--- src/osd_spi_defs.vh ---
// constants for the spi slave front end and the off-state diagnosis sequencer
// assumes a single 125 MHz system clock; all timings are derived from it
`ifndef OSD_SPI_DEFS_VH
`define OSD_SPI_DEFS_VH

// serial word layout
`define OSD_WORD_BITS      16
`define OSD_ADDR_MSB       15
`define OSD_ADDR_LSB       12
`define OSD_OFFSTATE_TRIGGER_BIT       1
`define OSD_RESP_PAD_BITS  9
`define OSD_RESP_PAD       9'h000
`define OSD_ZERO_WORD      16'h0000

// command address of the off-state diagnosis frame
`define OSD_ADDR_OFFDIAG   4'h9

// off-state result codes
`define OSD_RES_OPEN_LOAD  3'h1
`define OSD_RES_SHORT_BAT  3'h2
`define OSD_RES_SHORT_GND  3'h3
`define OSD_RES_NO_FAIL    3'h4
`define OSD_RES_BAD_STATE  3'h5
`define OSD_RES_HZ_WAIT    3'h6
`define OSD_RES_RUNNING    3'h7
`define OSD_RES_RESET      3'h7

// sequencer state codes
`define OSD_ST_IDLE        2'h0
`define OSD_ST_SETTLE      2'h1
`define OSD_ST_FILTER      2'h2

// timing, figures in their own units
`define OSD_CLK_MHZ        125
`define OSD_THZ_MS         250
`define OSD_TDEL_US        749
`define OSD_TSTAB_US       40
`define OSD_TOUT_US        400

// timing in clock cycles
`define OSD_THZ_CYC        (`OSD_THZ_MS * 1000 * `OSD_CLK_MHZ)
`define OSD_TDEL_CYC       (`OSD_TDEL_US * `OSD_CLK_MHZ)
`define OSD_TSTAB_CYC      (`OSD_TSTAB_US * `OSD_CLK_MHZ)
`define OSD_TOUT_CYC       (`OSD_TOUT_US * `OSD_CLK_MHZ)

`endif

--- src/osd_spi_slave.v ---
// 16-bit spi slave front end with the off-state diagnosis sequencer
// assumes spi pins come from the master asynchronously and that the
// analogue detection inputs and the disable input are synchronous levels
`timescale 1ns/100ps
`include "osd_spi_defs.vh"

// Operation
// a transfer is 16 bits, or a whole multiple of 16 in a chain
// command and response words travel most significant bit first
// the master drives chip select and serial clock, never this device
// the answer to a command comes out in the following transfer
// response bits change on serial clock rising edges while selected
// command bits are captured on serial clock falling edges
// deselected or in reset: clock and data ignored, output floats
// the master keeps serial clock low at chip select edges
// the command executes only when chip select rises after whole words
// a select with no clock is valid, ignored, keeps the pending answer
// command is address, eleven data bits, then parity at the bottom
// response repeats the address, then twelve payload bits
// the first response after any reset is all zeros
// bad code, bad parity or partial word gives an all-zero answer
// settle wait restarts only on disable rising edge or a reset
// trigger turns sources on, then waits the settling delay
// combined input must hold still for the filter time; edges restart it
// a timeout runs beside the filter to end a restless input
// open load 001, battery short 010, ground short 011, by priority
// a completed diagnosis without fault reports 100
// 101 wrong state, 110 settle wait pending, 111 running or reset
// result sits in payload bits two to zero of the diagnosis answer
// command parity is odd over all sixteen bits
// responses carry no parity; all payload bits are data
// the master starts a diagnosis with the trigger bit set
// spi pins are synchronised and edges found from the clean samples
module osd_spi_slave #(
	parameter [31:0] THZ_CYCLES   = `OSD_THZ_CYC,
	parameter [31:0] TDEL_CYCLES  = `OSD_TDEL_CYC,
	parameter [31:0] TSTAB_CYCLES = `OSD_TSTAB_CYC,
	parameter [31:0] TOUT_CYCLES  = `OSD_TOUT_CYC
) (
	input  wire       clock,
	input  wire       rstn,
	input  wire       sw_reset,
	input  wire       spi_cs_n,
	input  wire       spi_sclk,
	input  wire       spi_sdi,
	output wire       spi_sdo,
	output wire       spi_sdo_oe,
	input  wire       disable_input,
	input  wire       supply_undervoltage,
	input  wire       open_load_det,
	input  wire       short_to_battery,
	input  wire       short_to_ground,
	output wire       diag_sources_on,
	output wire [2:0] off_state_diag_result,
	output wire       comm_error,
	output wire       offstate_trigger
);

	// fault priority: open load over battery short over ground short
	function [2:0] osd_fault_code;
		input [2:0] combo;
		begin
			if (combo[2])
				osd_fault_code = `OSD_RES_OPEN_LOAD;
			else if (combo[1])
				osd_fault_code = `OSD_RES_SHORT_BAT;
			else if (combo[0])
				osd_fault_code = `OSD_RES_SHORT_GND;
			else
				osd_fault_code = `OSD_RES_NO_FAIL;
		end
	endfunction

	// count-down step that saturates at zero
	function [31:0] osd_dec;
		input [31:0] value;
		begin
			if (value == 32'h0)
				osd_dec = 32'h0;
			else
				osd_dec = value - 32'h1;
		end
	endfunction

	// synchroniser stages; the meta stage feeds only the sync stage
	reg        cs_meta_reg;
	reg        cs_sync_reg;
	reg        cs_last_reg;
	reg        sclk_meta_reg;
	reg        sclk_sync_reg;
	reg        sclk_last_reg;
	reg        sdi_meta_reg;
	reg        sdi_sync_reg;

	// spi datapath
	reg [15:0] shift_reg;
	reg [3:0]  bit_cnt_reg;
	reg        saw_clk_reg;
	reg        sdo_reg;
	reg        sdo_oe_reg;
	reg        pending_reg;
	reg        err_reg;
	reg        offstate_trigger_reg;

	// sequencer
	reg [1:0]  state_reg;
	reg [2:0]  result_reg;
	reg        sources_reg;
	reg        dis_last_reg;
	reg        hz_done_reg;
	reg [31:0] hz_cnt_reg;
	reg [31:0] tmr_cnt_reg;
	reg [31:0] tout_cnt_reg;
	reg [2:0]  combo_last_reg;

	wire       selected;
	wire       cs_fall;
	wire       cs_rise;
	wire       sclk_rise;
	wire       sclk_fall;
	wire       parity_ok;
	wire       addr_ok;
	wire       word_ok;
	wire [2:0] combo;
	wire       bad_state;
	wire [15:0] resp_word;

	// edges come from the sync and last stages only
	assign selected  = ~cs_sync_reg;
	assign cs_fall   = cs_last_reg & ~cs_sync_reg;
	assign cs_rise   = ~cs_last_reg & cs_sync_reg;
	assign sclk_rise = selected & sclk_sync_reg & ~sclk_last_reg;
	assign sclk_fall = selected & ~sclk_sync_reg & sclk_last_reg;

	// command checks on the word left in the shifter
	assign parity_ok = ^shift_reg;
	assign addr_ok   = (shift_reg[`OSD_ADDR_MSB:`OSD_ADDR_LSB] == `OSD_ADDR_OFFDIAG);
	assign word_ok   = (bit_cnt_reg == 4'h0) & parity_ok & addr_ok;

	// answer word: address echoed, result in the low payload bits
	assign resp_word = {`OSD_ADDR_OFFDIAG, `OSD_RESP_PAD, result_reg};

	assign combo     = {open_load_det, short_to_battery, short_to_ground};
	assign bad_state = ~disable_input | supply_undervoltage;

	assign spi_sdo               = sdo_reg;
	assign spi_sdo_oe            = sdo_oe_reg;
	assign diag_sources_on       = sources_reg;
	assign off_state_diag_result = result_reg;
	assign comm_error            = err_reg;
	assign offstate_trigger      = offstate_trigger_reg;

	// two-flop synchronisers plus one stage for edge detection
	always @(posedge clock or negedge rstn) begin
		if (!rstn) begin
			cs_meta_reg   <= 1'b1;
			cs_sync_reg   <= 1'b1;
			cs_last_reg   <= 1'b1;
			sclk_meta_reg <= 1'b0;
			sclk_sync_reg <= 1'b0;
			sclk_last_reg <= 1'b0;
			sdi_meta_reg  <= 1'b0;
			sdi_sync_reg  <= 1'b0;
		end else begin
			cs_meta_reg   <= spi_cs_n;
			cs_sync_reg   <= cs_meta_reg;
			cs_last_reg   <= cs_sync_reg;
			sclk_meta_reg <= spi_sclk;
			sclk_sync_reg <= sclk_meta_reg;
			sclk_last_reg <= sclk_sync_reg;
			sdi_meta_reg  <= spi_sdi;
			sdi_sync_reg  <= sdi_meta_reg;
		end
	end

	// spi shifter; a single shift register also passes chained words through
	// the bit counter is four bits wide on purpose: it wraps every 16 clocks,
	// so any whole multiple of 16 ends at zero and longer chains need no width
	always @(posedge clock or negedge rstn) begin
		if (!rstn) begin
			shift_reg   <= `OSD_ZERO_WORD;
			bit_cnt_reg <= 4'h0;
			saw_clk_reg <= 1'b0;
			sdo_reg     <= 1'b0;
			sdo_oe_reg  <= 1'b0;
			pending_reg <= 1'b0;
			err_reg     <= 1'b0;
			offstate_trigger_reg    <= 1'b0;
		end else if (sw_reset) begin
			shift_reg   <= `OSD_ZERO_WORD;
			bit_cnt_reg <= 4'h0;
			saw_clk_reg <= 1'b0;
			sdo_reg     <= 1'b0;
			sdo_oe_reg  <= 1'b0;
			pending_reg <= 1'b0;
			err_reg     <= 1'b0;
			offstate_trigger_reg    <= 1'b0;
		end else begin
			err_reg    <= 1'b0;
			offstate_trigger_reg   <= 1'b0;
			sdo_oe_reg <= selected;
			if (cs_fall) begin
				// the answer to the previous command is loaded here
				if (pending_reg)
					shift_reg <= resp_word;
				else
					shift_reg <= `OSD_ZERO_WORD;
				bit_cnt_reg <= 4'h0;
				saw_clk_reg <= 1'b0;
				sdo_reg     <= 1'b0;
			end else if (selected) begin
				// the master keeps sclk low at select edges, so no
				// shift can coincide with the load above
				if (sclk_rise)
					sdo_reg <= shift_reg[`OSD_WORD_BITS-1];
				if (sclk_fall) begin
					shift_reg   <= {shift_reg[`OSD_WORD_BITS-2:0], sdi_sync_reg};
					bit_cnt_reg <= bit_cnt_reg + 4'h1;
					saw_clk_reg <= 1'b1;
				end
			end
			// execution waits for chip select to rise
			if (cs_rise && saw_clk_reg) begin
				if (word_ok) begin
					pending_reg <= 1'b1;
					offstate_trigger_reg    <= shift_reg[`OSD_OFFSTATE_TRIGGER_BIT];
				end else begin
					pending_reg <= 1'b0;
					err_reg     <= 1'b1;
				end
			end
		end
	end

	// settle wait timer: restarts on disable rising edge or any reset
	// once expired it stays expired whatever disable does, until the next
	// rising edge; a low disable is caught by the state check instead
	always @(posedge clock or negedge rstn) begin
		if (!rstn) begin
			dis_last_reg <= 1'b0;
			hz_cnt_reg   <= THZ_CYCLES;
			hz_done_reg  <= 1'b0;
		end else if (sw_reset) begin
			dis_last_reg <= disable_input;
			hz_cnt_reg   <= THZ_CYCLES;
			hz_done_reg  <= 1'b0;
		end else begin
			dis_last_reg <= disable_input;
			if (disable_input && !dis_last_reg) begin
				hz_cnt_reg  <= THZ_CYCLES;
				hz_done_reg <= 1'b0;
			end else if (!hz_done_reg) begin
				hz_cnt_reg <= osd_dec(hz_cnt_reg);
				if (hz_cnt_reg <= 32'h1)
					hz_done_reg <= 1'b1;
			end
		end
	end

	// diagnosis sequencer: settle, then filter with a parallel timeout
	// a trigger that arrives while a run is in progress is dropped, so a
	// restless master cannot restart the settling delay over and over
	always @(posedge clock or negedge rstn) begin
		if (!rstn) begin
			state_reg      <= `OSD_ST_IDLE;
			result_reg     <= `OSD_RES_RESET;
			sources_reg    <= 1'b0;
			tmr_cnt_reg    <= 32'h0;
			tout_cnt_reg   <= 32'h0;
			combo_last_reg <= 3'h0;
		end else if (sw_reset) begin
			state_reg      <= `OSD_ST_IDLE;
			result_reg     <= `OSD_RES_RESET;
			sources_reg    <= 1'b0;
			tmr_cnt_reg    <= 32'h0;
			tout_cnt_reg   <= 32'h0;
			combo_last_reg <= 3'h0;
		end else begin
			case (state_reg)
			`OSD_ST_IDLE: begin
				if (offstate_trigger_reg) begin
					if (bad_state) begin
						result_reg <= `OSD_RES_BAD_STATE;
					end else if (!hz_done_reg) begin
						result_reg <= `OSD_RES_HZ_WAIT;
					end else begin
						result_reg  <= `OSD_RES_RUNNING;
						sources_reg <= 1'b1;
						tmr_cnt_reg <= TDEL_CYCLES;
						state_reg   <= `OSD_ST_SETTLE;
					end
				end
			end
			`OSD_ST_SETTLE: begin
				if (bad_state) begin
					// bridge left the disabled state or supply undervoltage: give up the run
					result_reg  <= `OSD_RES_BAD_STATE;
					sources_reg <= 1'b0;
					state_reg   <= `OSD_ST_IDLE;
				end else if (tmr_cnt_reg <= 32'h1) begin
					tmr_cnt_reg    <= TSTAB_CYCLES;
					tout_cnt_reg   <= TOUT_CYCLES;
					combo_last_reg <= combo;
					state_reg      <= `OSD_ST_FILTER;
				end else begin
					tmr_cnt_reg <= osd_dec(tmr_cnt_reg);
				end
			end
			`OSD_ST_FILTER: begin
				tout_cnt_reg <= osd_dec(tout_cnt_reg);
				if (bad_state) begin
					result_reg  <= `OSD_RES_BAD_STATE;
					sources_reg <= 1'b0;
					state_reg   <= `OSD_ST_IDLE;
				end else if (combo != combo_last_reg) begin
					// any edge of the combined input restarts the filter
					combo_last_reg <= combo;
					tmr_cnt_reg    <= TSTAB_CYCLES;
					if (tout_cnt_reg <= 32'h1) begin
						sources_reg <= 1'b0;
						state_reg   <= `OSD_ST_IDLE;
					end
				end else if (tmr_cnt_reg <= 32'h1) begin
					result_reg  <= osd_fault_code(combo);
					sources_reg <= 1'b0;
					state_reg   <= `OSD_ST_IDLE;
				end else if (tout_cnt_reg <= 32'h1) begin
					// restless input: stop, result stays at running
					sources_reg <= 1'b0;
					state_reg   <= `OSD_ST_IDLE;
				end else begin
					tmr_cnt_reg <= osd_dec(tmr_cnt_reg);
				end
			end
			default: begin
				state_reg   <= `OSD_ST_IDLE;
				sources_reg <= 1'b0;
			end
			endcase
		end
	end

endmodule

--- config.mk ---
export PLATFORM = sky130hd
export DESIGN_NAME = osd_spi_slave
export DESIGN_NICKNAME = d
export VERILOG_FILES = /design/src/osd_spi_slave.v
export VERILOG_INCLUDE_DIRS = /design/src /design/src/src
export SDC_FILE = /design/constraint.sdc
export NUM_CORES = 1
export LEC_CHECK = 0
export BUFFER_PORTS_ARGS = -buffer_cell sky130_fd_sc_hd__buf_4
export CAP_MARGIN = 20
export CORE_MARGIN = 1
export CORE_UTILIZATION = 60
export DETAILED_ROUTE_END_ITERATION = 16
export GPL_TIMING_DRIVEN = 0
export PLACE_DENSITY_LB_ADDON = 0.12
export SETUP_SLACK_MARGIN = 0.5
export SYNTH_ARGS = -nofsm -noshare
export SYNTH_HDL_FRONTEND = slang
export SYNTH_SLANG_ARGS = --single-unit
--- constraint.sdc ---
create_clock -name clock -period 5.7 [get_ports clock]
set_input_delay 1.425 -clock clock [delete_from_list [all_inputs] [get_ports clock]]
set_output_delay 1.425 -clock clock [all_outputs]
set_load 0.05 [all_outputs]
---- Yosys cells after proc, flatten, opt, wreduce, memory -nomap -nowiden ----
Cells that the tools add are included.
cells by class
  add/subtract/negate cells ............... 4
  multiply operators ...................... 0
  div/mod/pow operators ................... 0
  $lt $le $gt $ge ......................... 3
  equality and inequality tests ........... 19
  shift operators ......................... 0
  multiplexer cells ....................... 91
  bitwise logic cells ..................... 14
  reduce and logical (&&, ||, !) cells .... 22
operators by type and width
  kind                                                                                number
  32-bit 2-to-1 mux                                                                   19
  32-bit by 1-bit less-or-equal comparator with 1-bit output (second input constant)  3
  32-bit zero test                                                                    3
  32-bit one-hot mux with 3 select lines                                              1
  32-bit by 1-bit subtractor with 32-bit output (second input constant)               3
  16-bit 2-to-1 mux                                                                   5
  32-bit one-hot mux with 2 select lines                                              1
  3-bit 2-to-1 mux                                                                    14
  1-bit 2-to-1 mux                                                                    32
  3-bit inequality test (second input constant)                                       8
  2-bit 2-to-1 mux                                                                    11
  4-bit inequality test (second input constant)                                       5
  4-bit 2-to-1 mux                                                                    4
  16-bit XOR reduction                                                                1
  5-bit AND reduction                                                                 2
  3-bit one-hot mux with 3 select lines                                               1
  3-bit nonzero test                                                                  3
  1-bit bitwise AND                                                                   8
  4-bit AND reduction                                                                 2
  8-bit AND reduction                                                                 1
  3-bit by 2-bit inequality test with 1-bit output (second input constant)            2
  2-bit one-hot mux with 3 select lines                                               1
  3-bit one-hot mux with 2 select lines                                               1
  1-bit inverter                                                                      5
  15 further kinds                                                                    17
word-level totals
  flip-flop bits (word level) ............. 141
  bits in latches ......................... 0
  RAM bits ................................ 0
  ROM bits ................................ 0
  input port bits ......................... 11
  output and inout port bits .............. 8
  word-level logic and storage cells ...... 178
  memories kept ........................... 0

---- Longest topological paths before layout ----
Gate-level depths: netlist of the first run.
  depth in word-level cells ............... 8
  depth in mapped cells ................... 11
  mapped depth without buffers ............ 9

---- Least setup slack after synthesis of the first run ----
No wires, ideal clock.
  kind .................................... input to register
  from .................................... input port supply_undervoltage
  to ...................................... register tmr_cnt_reg[31]
  library setup time ...................... 95 ps
  arrival ................................. 2915 ps
  required time ........................... 5605 ps
  setup slack ............................. 2690 ps
  cell stages on the path ................. 8
  path buffers ............................ 3
  cells stage by stage .................... nand2b_1 buf_2 o21a_1 a211o_4 or2_1 buf_6 buf_12 o31ai_1
on the way
  word-level cells in the longest chain between the ends .. 3
  elaborated cells between the ends (all ways) .. 5
  classes of those cells .................. eq/ne: 3; bitwise: 1; reduce/logical: 1
ends and longest elaborated chain
  what                             line                 text
  start: declaration               osd_spi_slave.v:49   input wire supply_undervoltage,
  1-bit OR *                       osd_spi_slave.v:144  assign bad_state = ~disable_input | supply_undervoltage;
  3-bit inequality test (no line)  n/a
  8-bit AND reduction (no line) *  n/a
  end signal: assignment           osd_spi_slave.v:306  tmr_cnt_reg <= osd_dec(tmr_cnt_reg);
  end signal: assignment           osd_spi_slave.v:332  tmr_cnt_reg <= osd_dec(tmr_cnt_reg);
  end: declaration                 osd_spi_slave.v:112  reg [31:0] tmr_cnt_reg;
Every way passes the cells marked *; elsewhere a longest branch is shown, timed or not.
A chain may end at the register's enable or synchronous reset.

---- Final worst setup path of the first run ----
  from .................................... register tmr_cnt_reg[23]
  to ...................................... register tout_cnt_reg[25]
on the way
  word-level cells in the longest chain between the ends .. 3
ends and longest elaborated chain
  what                                                        line                 text
  32-bit by 1-bit less-or-equal comparator with 1-bit output  osd_spi_slave.v:300  end else if (tmr_cnt_reg <= 32'h1) begin
  3-bit inequality test (no line)                             n/a
  3-bit AND reduction (no line)                               n/a
  end signal: assignment                                      osd_spi_slave.v:310  tout_cnt_reg <= osd_dec(tout_cnt_reg);
  end: declaration                                            osd_spi_slave.v:113  reg [31:0] tout_cnt_reg;
Every way passes these cells.

==> summary.txt, run 1 <==
Layout
  • Commonest non-fill, non-tap cell in the layout: o21ai_0
  • Sequential cell area: 3552 um2
  • Diode count: 0
  • Area grow syn2layout: 12.31%
  • Final Cell Area: 8732 um2
  • Area of the multi-input gates: 3916 um2
  • Fraction of layout cells with a size suffix above 1: 11.02%
  • Most frequent cells in the layout: o21ai_0 (127), dfrtp_1 (122), nor2_1 (84), nand2_1 (83), a21oi_1 (40)
  • NumNets Final: 940
  • Number of fill cells: 1019
  • Post-Layout Cell Count: 1098

Detailed routing
  • DRC Markers: 0
  • First DRT Iteration DRCs: 752
  • WL final: 19570 um
  • Post-route antenna net violation count: 0
  • Vias per cell: 6.521
  • Router iterations before antenna repair: 5
  • WL per Instance: 17.83 um
  • Vias post-DR: 7160

Worst setup path
  • CP top delay family: simple AND/OR/NAND/NOR gates
  • Worst Path Required: 6.01 ns
  • CP startpoint kind: flip-flop
  • Critical path arrival: 3.67 ns
  • Crit Reg-Reg Startpoint: tmr_cnt_reg[23]
  • Worst Setup SP: tmr_cnt_reg[23]
  • Slowest CP cell: or4_1
  • CP cell instances: or4_1 > nor3_1 > nand4_1 > o21ai_1 > clkbuf_1 > o21ai_0 > nand2_1 > o21ai_0
  • Most frequent CP cell: o21ai_0
  • Worst Path Max Fanout: 10
  • CP endpoint kind: flip-flop
  • Buffers plus inverters on the worst setup path: 1
  • Crit Path Class: reg2reg
  • Max stage delay on crit path: 0.61 ns

Floorplanning
  • DIE HEIGHT: 115.8 um
  • Num ports: 19
  • Initial Utilization: 61.61%
  • Core Footprint: 12620 um2
  • Die width: 115.8 um
  • Die area: 13420 um2
  • Core Rows: 41

Synthesis
  • Largest cells by area after synthesis: dfrtp_1 (39%), o21ai_0 (8.2%), dfstp_2 (6.4%)
  • Async set or reset register ratio after synthesis: 100.0%
  • Post-Synth Adder-Cell Area: 2.575%
  • Synth cell types: 65
  • Number of synthesized flops with an enable pin: 0
  • Seq cells post-synth: 141
  • Yosys Warn Count: 0
  • Syn Area/Cell: 8.886 um2
  • Syn Nets: 902
  • Post-synth top area share: 39.27%
  • Most area-hungry cell type in the Yosys netlist: dfrtp_1
  • Cell area after synthesis: 7775 um2
  • XOR/XNOR share of the synthesized area: 2.028%
  • Post-Synth Simple-Gate Area: 20.44%
  • Compound-cell area share of the yosys netlist: 24.51%
  • Post-synthesis sequential area ratio: 45.69%
  • Top FF cell, synth: dfrtp_1
  • Post-Syn Instances: 875
  • Mux cell area share after synthesis: 0.8207%
  • Main combinational cell family by area after synthesis: compound AO/OA/AOI/OAI gates

STA
  • Total negative slack: 0 ns
  • Fin. Hold Viols: 0
  • Worst slew margin: 30.02%
  • RSZ-0062 raised after global routing: false
  • Fmax: 297.6 MHz
  • Worst Max-Slew Pin Slew: 1.042 ns
  • Clock Skew: 0.008707 ns
  • # setup viols final: 0
  • Fin crit period: 3.360 ns
  • Final Max Tran Viols: 0
  • Fin crit share: 58.95%

Global routing
  • Initial antenna violation count: 0
  • Gr usage total: 30.96%
  • M1 GR Usage: 38.91%
  • Global-route wire length before repair: 32350 um
  • Gr ovfl total: 0
  • Vias in the first global route: 6963
  • Pin count of the biggest net entering global routing: 74
  • Met3 Use GR: 7.270%
  • Gr busiest metal: met2
  • GRT met2 Usage: 50.79%

Clock tree
  • CTS clock-pin slew for the worst setup and hold paths: 0.06 ns
  • Total setup buffers inserted after CTS: 0
  • CTS tree: built
  • Clock sink count: 141
  • Latest clock arrival within the worst-skew pair: 0.43 ns
  • Post-CTS Resized: 0
  • Clk buf depth: 2
  • # hold bufs at CTS: 0
  • CTS buffer count: 17
  • Root Buffer Master: clkbuf_16
  • H-tree depth: 4

Power and ir drop
  • Power Density: 358.1 nW/um2
  • Leakage power: 3.675 nW
  • Worst vdd ir: 0.2479 mV

Place
  • RD Place Congestion: 0.8961
  • Placed instance area: 8157 um2
  • Port Buffer Count: 18
  • DP HPWL: 13450 um
  • Cell total after placement: 1066

Hold path
  • HP Class: reg2reg
  • Hold Crit Start: sdi_meta_reg

Run status
  • Outcome: finished, final reports clean

Flow run
  • Max-Cap Viols: 0
-- worst paths after layout --
path / to / slack (ns) / cells after the start
setup / recovery: tout_cnt_reg[25] / 2.34 / 8
hold / removal: sdi_sync_reg / 0.35 / 0
setup reg to reg: tout_cnt_reg[25] / 2.34 / 8
hold reg to reg: sdi_sync_reg / 0.35 / 0
max in group asynchronous: cs_last_reg / 3.91 / 2
min in group asynchronous: tmr_cnt_reg[20] / 0.98 / 1
-- power breakdown --
part | total [W] | leakage, nW | switching (W) | internal [W]
registers | 0.00118 | 1.85 | 0.0000862 | 0.00109
clock network | 0.00109 | 0.268 | 0.000440 | 0.000647
logic | 0.000863 | 1.56 | 0.000565 | 0.000298
total | 0.00313 | 3.68 | 0.00109 | 0.00204
-- cells by family (layout without fill, tap and decap cells) --
family | Yosys count | in the layout
xor+xnor | 18 | 18
simple gates | 325 | 325
compound gates | 298 | 298
fa+ha+maj | 16 | 16
buf+inv | 71 | 122
mux | 6 | 6
flops | 141 | 141
-- through the flow --
stage	worst slack (ns)	power [W]	utilization, %	hold slack, ns
after floorplan	2.690	0.001785	-	0.3312
after global placement	2.193	0.001996	64.39	0.3376
after detailed placement	2.132	0.002030	64.63	0.3413
after CTS	2.432	0.003124	69.19	0.3548
after global routing	2.111	0.003273	69.19	0.3629
final	2.340	0.003127	69.19	0.3522
-- per-layer routing --
layer	up-vias	routed length [um]
met4	0	379
li1	3304	-
met1	3478	8062
met5	-	0
met3	41	1380
met2	337	9749
-- cell type report --
cell class,count,share of cell area (%)
tap,172,2.465
multi-input combinational,663,44.85
buffer,41,2.221
timing repair buffer,19,1.906
clock buffer,20,5.001
clock inverter,12,1.590
sequential,141,40.68
inverter,30,1.290
-- synth_stat cells, drive strengths merged (17+ instances only) --
cell / count
o21ai: 144
dfrtp: 122
nor2: 84
nand2: 83
a21oi: 40
nor3: 40
clkbuf: 31
inv: 30
a22o: 26
nand3: 25
o31ai: 20
dfstp: 19
nor4: 17
Note: power is estimated with default switching activity, not from simulation.
==> inputs of run 2 (changes only) <==
Clock period 5.7 ns to 3.35 ns, I/O delays scaled along.
==> summary.txt, run 2 (synthesized netlist as in run 1, its figures left out) <==
Detailed routing
  • WL final: 21210 um (was 19570 um)
  • WL per Instance: 18.78 um (was 17.83 um)
  • Post-route antenna net violation count: 0 (unchanged)
  • Vias per cell: 6.590 (was 6.521)
  • DRC Markers: 0 (unchanged)
  • Router iterations before antenna repair: 6 (was 5)
  • Vias post-DR: 7440 (was 7160)
  • First DRT Iteration DRCs: 931 (was 752)

STA
  • Fin crit period: 3.011 ns (was 3.360 ns)
  • Worst Max-Slew Pin Slew: 0.6586 ns (was 1.042 ns)
  • Total negative slack: 0 ns (unchanged)
  • Min Hold Slack: 0.3522 ns (about the same)
  • Worst slew margin: 55.93% (was 30.02%)
  • Final Max Tran Viols: 0 (unchanged)
  • # setup viols final: 0 (unchanged)
  • Fin. Hold Viols: 0 (unchanged)
  • Fmax: 332.1 MHz (was 297.6 MHz)
  • Fin crit share: 89.88% (was 58.95%)
  • Clock Skew: 0.01026 ns (was 0.008707 ns)
  • RSZ-0062 raised after global routing: true (was false)

Power and ir drop
  • Worst vdd ir: 0.4193 mV (was 0.2479 mV)
  • Power Density: 607.7 nW/um2 (was 358.1 nW/um2)
  • Leakage power: 3.985 nW (was 3.675 nW)

Layout
  • Number of fill cells: 943 (was 1019)
  • NumNets Final: 971 (was 940)
  • Fraction of layout cells with a size suffix above 1: 19.12% (was 11.02%)
  • Area of the multi-input gates: 4155 um2 (was 3916 um2)
  • Diode count: 0 (unchanged)
  • Post-layout util: 74.33% (was 69.19%)
  • Commonest non-fill, non-tap cell in the layout: dfrtp_1 (was o21ai_0)
  • Most frequent cells in the layout: dfrtp_1 (121), o21ai_0 (102), nand2_1 (82), nor2_1 (80), buf_4 (38) (was o21ai_0 (127), dfrtp_1 (122), nor2_1 (84), nand2_1 (83), a21oi_1 (40))
  • Sequential cell area: 3553 um2 (was 3552 um2)
  • Post-Layout Cell Count: 1129 (was 1098)
  • Area grow syn2layout: 20.65% (was 12.31%)

Clock tree
  • CTS buffer count: 17 (unchanged)
  • Clk buf depth: 2 (unchanged)
  • Root Buffer Master: clkbuf_16 (unchanged)
  • Clock sink count: 141 (unchanged)
  • Latest clock arrival within the worst-skew pair: 0.44 ns (was 0.43 ns)
  • CTS tree: built (unchanged)
  • # hold bufs at CTS: 0 (unchanged)
  • H-tree depth: 4 (unchanged)
  • CTS clock-pin slew for the worst setup and hold paths: 0.06 ns (about the same)

Worst setup path
  • Worst Path Required: 3.63 ns (was 6.01 ns)
  • Max stage delay on crit path: 0.50 ns (was 0.61 ns)
  • CP top delay family: simple AND/OR/NAND/NOR gates (unchanged)
  • Worst Path Max Fanout: 6 (was 10)
  • Critical path arrival: 3.29 ns (was 3.67 ns)
  • CP cell instances: or4_4 > or4_4 > or3_4 > buf_8 > o31ai_4 > buf_4 > a211oi_4 > buf_8 > a32oi_1 > o21ai_1 (was or4_1 > nor3_1 > nand4_1 > o21ai_1 > clkbuf_1 > o21ai_0 > nand2_1 > o21ai_0)
  • Crit Path Class: reg2reg (unchanged)
  • Buffers plus inverters on the worst setup path: 3 (was 1)
  • Slowest CP cell: or4_4 (was or4_1)
  • R2R Setup Slk: 0.34 ns (was 2.34 ns)
  • CP startpoint kind: flip-flop (unchanged)
  • CP endpoint kind: flip-flop (unchanged)

Floorplanning
  • Die width: 115.8 um (unchanged)
  • Num ports: 19 (unchanged)
  • Die area: 13420 um2 (unchanged)
  • Core Footprint: 12620 um2 (unchanged)
  • Core Rows: 41 (unchanged)
  • DIE HEIGHT: 115.8 um (unchanged)
  • Initial Utilization: 61.61% (unchanged)

Run status
  • Outcome: finished, final reports clean (unchanged)

Global routing
  • Vias in the first global route: 7095 (was 6963)
  • Gr ovfl total: 0 (unchanged)
  • Initial antenna violation count: 0 (unchanged)
  • Global-route wire length before repair: 33510 um (was 32350 um)
  • Gr usage total: 32.18% (was 30.96%)
  • Pin count of the biggest net entering global routing: 74 (unchanged)

Place
  • RD Place Congestion: 0.8961 (unchanged)
  • Cell total after placement: 1066 (unchanged)
  • DP HPWL: 13450 um (unchanged)
  • Port Buffer Count: 18 (unchanged)

Flow run
  • Max-Cap Viols: 0 (unchanged)

Hold path
  • HP Class: reg2reg (unchanged)
==> run 2: path summary, 6_finish.rpt <==
| path | startpoint | to | cells past startpoint |
|---|---|---|---|
| max in group asynchronous | rstn | cs_last_reg | 2 |
| min in group asynchronous | rstn | tmr_cnt_reg[20] | 1 |
| worst min-delay path | sdi_meta_reg | sdi_sync_reg | 0 |
| worst min register to register | sdi_meta_reg | sdi_sync_reg | 0 |
| worst max register to register | tout_cnt_reg[19] | tmr_cnt_reg[7] | 10 |
| worst max-delay path | tout_cnt_reg[19] | tmr_cnt_reg[7] | 10 |
==> run 2: routing by layer <==
metal | GRT usage, % | up-vias | part of all wire [%] | wire length, um
li1 | - | 3378 | - | -
met1 | 40.69 | 3611 | 40 | 8450
met2 | 52.58 | 381 | 50 | 10550
met3 | 7.218 | 70 | 7.5 | 1592
met4 | 15.21 | 0 | 2.9 | 616
met5 | 0 | - | 0 | 0
==> run 2: timing repair <==
action,in CTS,in global routing
gates resized for setup,38,82
gates cloned,0,5
setup endpoints to repair,100,95
buffers inserted,15,11
pin swaps,7,17
==> run 2: layout make-up <==
type | instances | area share, %
Clock buffer | 20 | 4.655
Clock inverter | 12 | 1.481
Timing Repair Buffer | 50 | 5.309
Inverter | 30 | 1.200
Multi-Input combinational cell | 663 | 44.30
Tap cell | 172 | 2.294
Sequential cell | 141 | 37.88
Buffer | 41 | 2.881
==> run 2: report_power, final <==
part	switching [W]	internal, W
Combinational	0.00111	0.000722
Sequential	0.000155	0.00186
Clock	0.000758	0.00110
Total	0.00202	0.00368
==> run 2: stage by stage <==
stage / total power [W] / worst slack (ns) / instance area, um2
3_3_place_gp: 0.003396 / 0.1573 / 8125
3_5_place_dp: 0.003455 / 0.08872 / 8157
5_1_grt: 0.005936 / 0.2898 / 9380
4_1_cts: 0.005399 / 0.4440 / 8997
2_1_floorplan: 0.003037 / 0.5489 / 7775
6_report: 0.005701 / 0.3390 / 9380
==> run 2: worst register-to-register path: stages, from the launching register on <==
cell and delay (ns):
dfrtp_1 0.42, or4_4 0.50, or4_4 0.43, or3_4 0.38, buf_8 0.15, o31ai_4 0.23, buf_4 0.17, a211oi_4 0.08
buf_8 0.16, a32oi_1 0.21, o21ai_1 0.12
==> inputs of run 3 (changes only) <==
Settings changed: BUFFER_PORTS_ARGS -buffer_cell sky130_fd_sc_hd__buf_4 to -buffer_cell sky130_fd_sc_hd__buf_2.
==> summary.txt, run 3 (synthesized netlist as in run 1, its figures left out) <==
Worst setup path
  • CP endpoint kind: flip-flop (unchanged)
  • CP startpoint kind: flip-flop (unchanged)
  • Slowest CP cell: or4_4 (unchanged)
  • Worst Path Required: 3.66 ns (was 3.63 ns)
  • Crit Path Class: reg2reg (unchanged)
  • Critical path arrival: 3.30 ns (was 3.29 ns)
  • Max stage delay on crit path: 0.53 ns (was 0.50 ns)
  • R2R Setup Slk: 0.36 ns (was 0.34 ns)
  • CP cell instances: or4_4 > or4_4 > or3_4 > buf_8 > o31ai_4 > a211o_4 > or2_1 > buf_6 > buf_12 > buf_12 > o21ai_2 (was or4_4 > or4_4 > or3_4 > buf_8 > o31ai_4 > buf_4 > a211oi_4 > buf_8 > a32oi_1 > o21ai_1)
  • Worst Path Max Fanout: 6 (unchanged)

Detailed routing
  • Vias per cell: 6.485 (was 6.590)
  • DRC Markers: 0 (unchanged)
  • Post-route antenna net violation count: 0 (unchanged)
  • Vias post-DR: 7334 (was 7440)
  • First DRT Iteration DRCs: 721 (was 931)
  • WL per Instance: 18.56 um (was 18.78 um)
  • Router iterations before antenna repair: 5 (was 6)
  • WL final: 20990 um (was 21210 um)

STA
  • # setup viols final: 0 (unchanged)
  • Total negative slack: 0 ns (unchanged)
  • Worst slew margin: 54.61% (was 55.93%)
  • Fin crit share: 89.16% (was 89.88%)
  • Min Hold Slack: 0.3515 ns (was 0.3522 ns)
  • Clock Skew: 0.01169 ns (was 0.01026 ns)
  • Final Max Tran Viols: 0 (unchanged)
  • Fin. Hold Viols: 0 (unchanged)
  • Fin crit period: 2.987 ns (was 3.011 ns)
  • Worst Max-Slew Pin Slew: 0.6809 ns (was 0.6586 ns)
  • Fmax: 334.8 MHz (was 332.1 MHz)
  • RSZ-0062 raised after global routing: true (unchanged)

Layout
  • Area grow syn2layout: 22.11% (was 20.65%)
  • Post-layout util: 75.23% (was 74.33%)
  • Area of the multi-input gates: 4255 um2 (was 4155 um2)
  • Commonest non-fill, non-tap cell in the layout: dfrtp_1 (unchanged)
  • Most frequent cells in the layout: dfrtp_1 (121), o21ai_0 (98), nand2_1 (82), nor2_1 (80), a21oi_1 (37) (was dfrtp_1 (121), o21ai_0 (102), nand2_1 (82), nor2_1 (80), buf_4 (38))
  • Number of fill cells: 907 (was 943)
  • Fraction of layout cells with a size suffix above 1: 21.06% (was 19.12%)
  • Sequential cell area: 3553 um2 (unchanged)
  • Final Cell Area: 9494 um2 (was 9380 um2)
  • Diode count: 0 (unchanged)
  • NumNets Final: 973 (was 971)

Floorplanning
  • Initial Utilization: 61.61% (unchanged)
  • DIE HEIGHT: 115.8 um (unchanged)
  • Die width: 115.8 um (unchanged)
  • Die area: 13420 um2 (unchanged)
  • Num ports: 19 (unchanged)
  • Core Footprint: 12620 um2 (unchanged)
  • Core Rows: 41 (unchanged)

Flow run
  • Max-Cap Viols: 0 (unchanged)

Power and ir drop
  • Worst vdd ir: 0.4267 mV (was 0.4193 mV)
  • Leakage power: 4.058 nW (was 3.985 nW)
  • Pwr Total: 0.005651 W (was 0.005701 W)
  • Power Density: 595.2 nW/um2 (was 607.7 nW/um2)

Clock tree
  • CTS tree: built (unchanged)
  • Clock sink count: 141 (unchanged)
  • # hold bufs at CTS: 0 (unchanged)
  • Root Buffer Master: clkbuf_16 (unchanged)
  • Latest clock arrival within the worst-skew pair: 0.44 ns (about the same)
  • Clk buf depth: 2 (unchanged)
  • CTS clock-pin slew for the worst setup and hold paths: 0.06 ns (about the same)
  • CTS buffer count: 17 (unchanged)
  • H-tree depth: 4 (unchanged)

Global routing
  • Pin count of the biggest net entering global routing: 73 (was 74)
  • Global-route wire length before repair: 32950 um (was 33510 um)
  • Gr usage total: 31.38% (was 32.18%)
  • Initial antenna violation count: 0 (unchanged)
  • Gr ovfl total: 0 (unchanged)
  • Vias in the first global route: 6895 (was 7095)

Place
  • RD Place Congestion: 0.8985 (was 0.8961)
  • Placed instance area: 8114 um2 (was 8157 um2)
  • DP HPWL: 12860 um (was 13450 um)
  • Port Buffer Count: 18 (unchanged)

Run status
  • Outcome: finished, final reports clean (unchanged)

Hold path
  • HP Class: reg2reg (unchanged)
[run 3: cell count changes in the layout (fill, tap and decap cells not counted), moves of 3 or more]
cell and delta:
buf_6 +4, o31ai_1 -4, buf_2 +15, clkinvlp_4 -3, inv_6 +4, a21oi_2 -3, o21ai_2 +6, o21ai_0 -4
clkbuf_8 +3, buf_4 -20, inv_8 +3
[run 3: area by class of cell]
class	count	share of cell area, %
Sequential cell	141	37.43
Buffer	41	2.926
Timing Repair Buffer	52	5.377
Clock inverter	13	1.226
Clock buffer	19	4.771
Multi-Input combinational cell	663	44.82
Inverter	30	1.186
Tap cell	172	2.267
[run 3: timing repair]
item	CTS	global route
buffers inserted	19	9
gates resized for setup	48	100
setup endpoints to repair	99	93
pin swaps	14	35
cloned	1	4
[run 3: final timing paths]
check / end / cells after the start / startpoint
max: tmr_cnt_reg[19] / 11 / tout_cnt_reg[18]
min: sdi_sync_reg / 0 / sdi_meta_reg
max reg2reg: tmr_cnt_reg[19] / 11 / tout_cnt_reg[18]
min reg2reg: sdi_sync_reg / 0 / sdi_meta_reg
max in group asynchronous: off_state_diag_result[2] / 2 / rstn
min in group asynchronous: tmr_cnt_reg[20] / 1 / rstn
[run 3: through the flow]
step / instances / setup slack, ns
floorplan: 875 / 0.5489
global placement: 1065 / -0.4633
detailed placement: 1066 / 0.1185
CTS: 1118 / 0.4304
global route: 1131 / 0.2975
finish: 1131 / 0.3633
[run 3: routing by layer]
layer | routed length [um] | global-route usage, % | vias to the layer above
li1 | - | - | 3379
met1 | 8665 | 41.39 | 3563
met2 | 10440 | 50.83 | 346
met3 | 1446 | 6.328 | 46
met4 | 434 | 12.74 | 0
met5 | 0 | 0 | -
[run 3: power by group]
part,leakage (nW),internal (W),total (W),switching [W]
logic,1.93,0.000703,0.00180,0.00110
registers,1.85,0.00185,0.00200,0.000150
clock network,0.282,0.00102,0.00184,0.000826
[run 3: worst max-delay path, delay by kind of cell, from the launching register on]
kind | cells | cell delay, ns
AND/OR/NAND/NOR | 4 | 1.47
AO/OA/AOI/OAI | 3 | 0.48
flip-flops | 1 | 0.39
buffers and inverters | 4 | 0.51
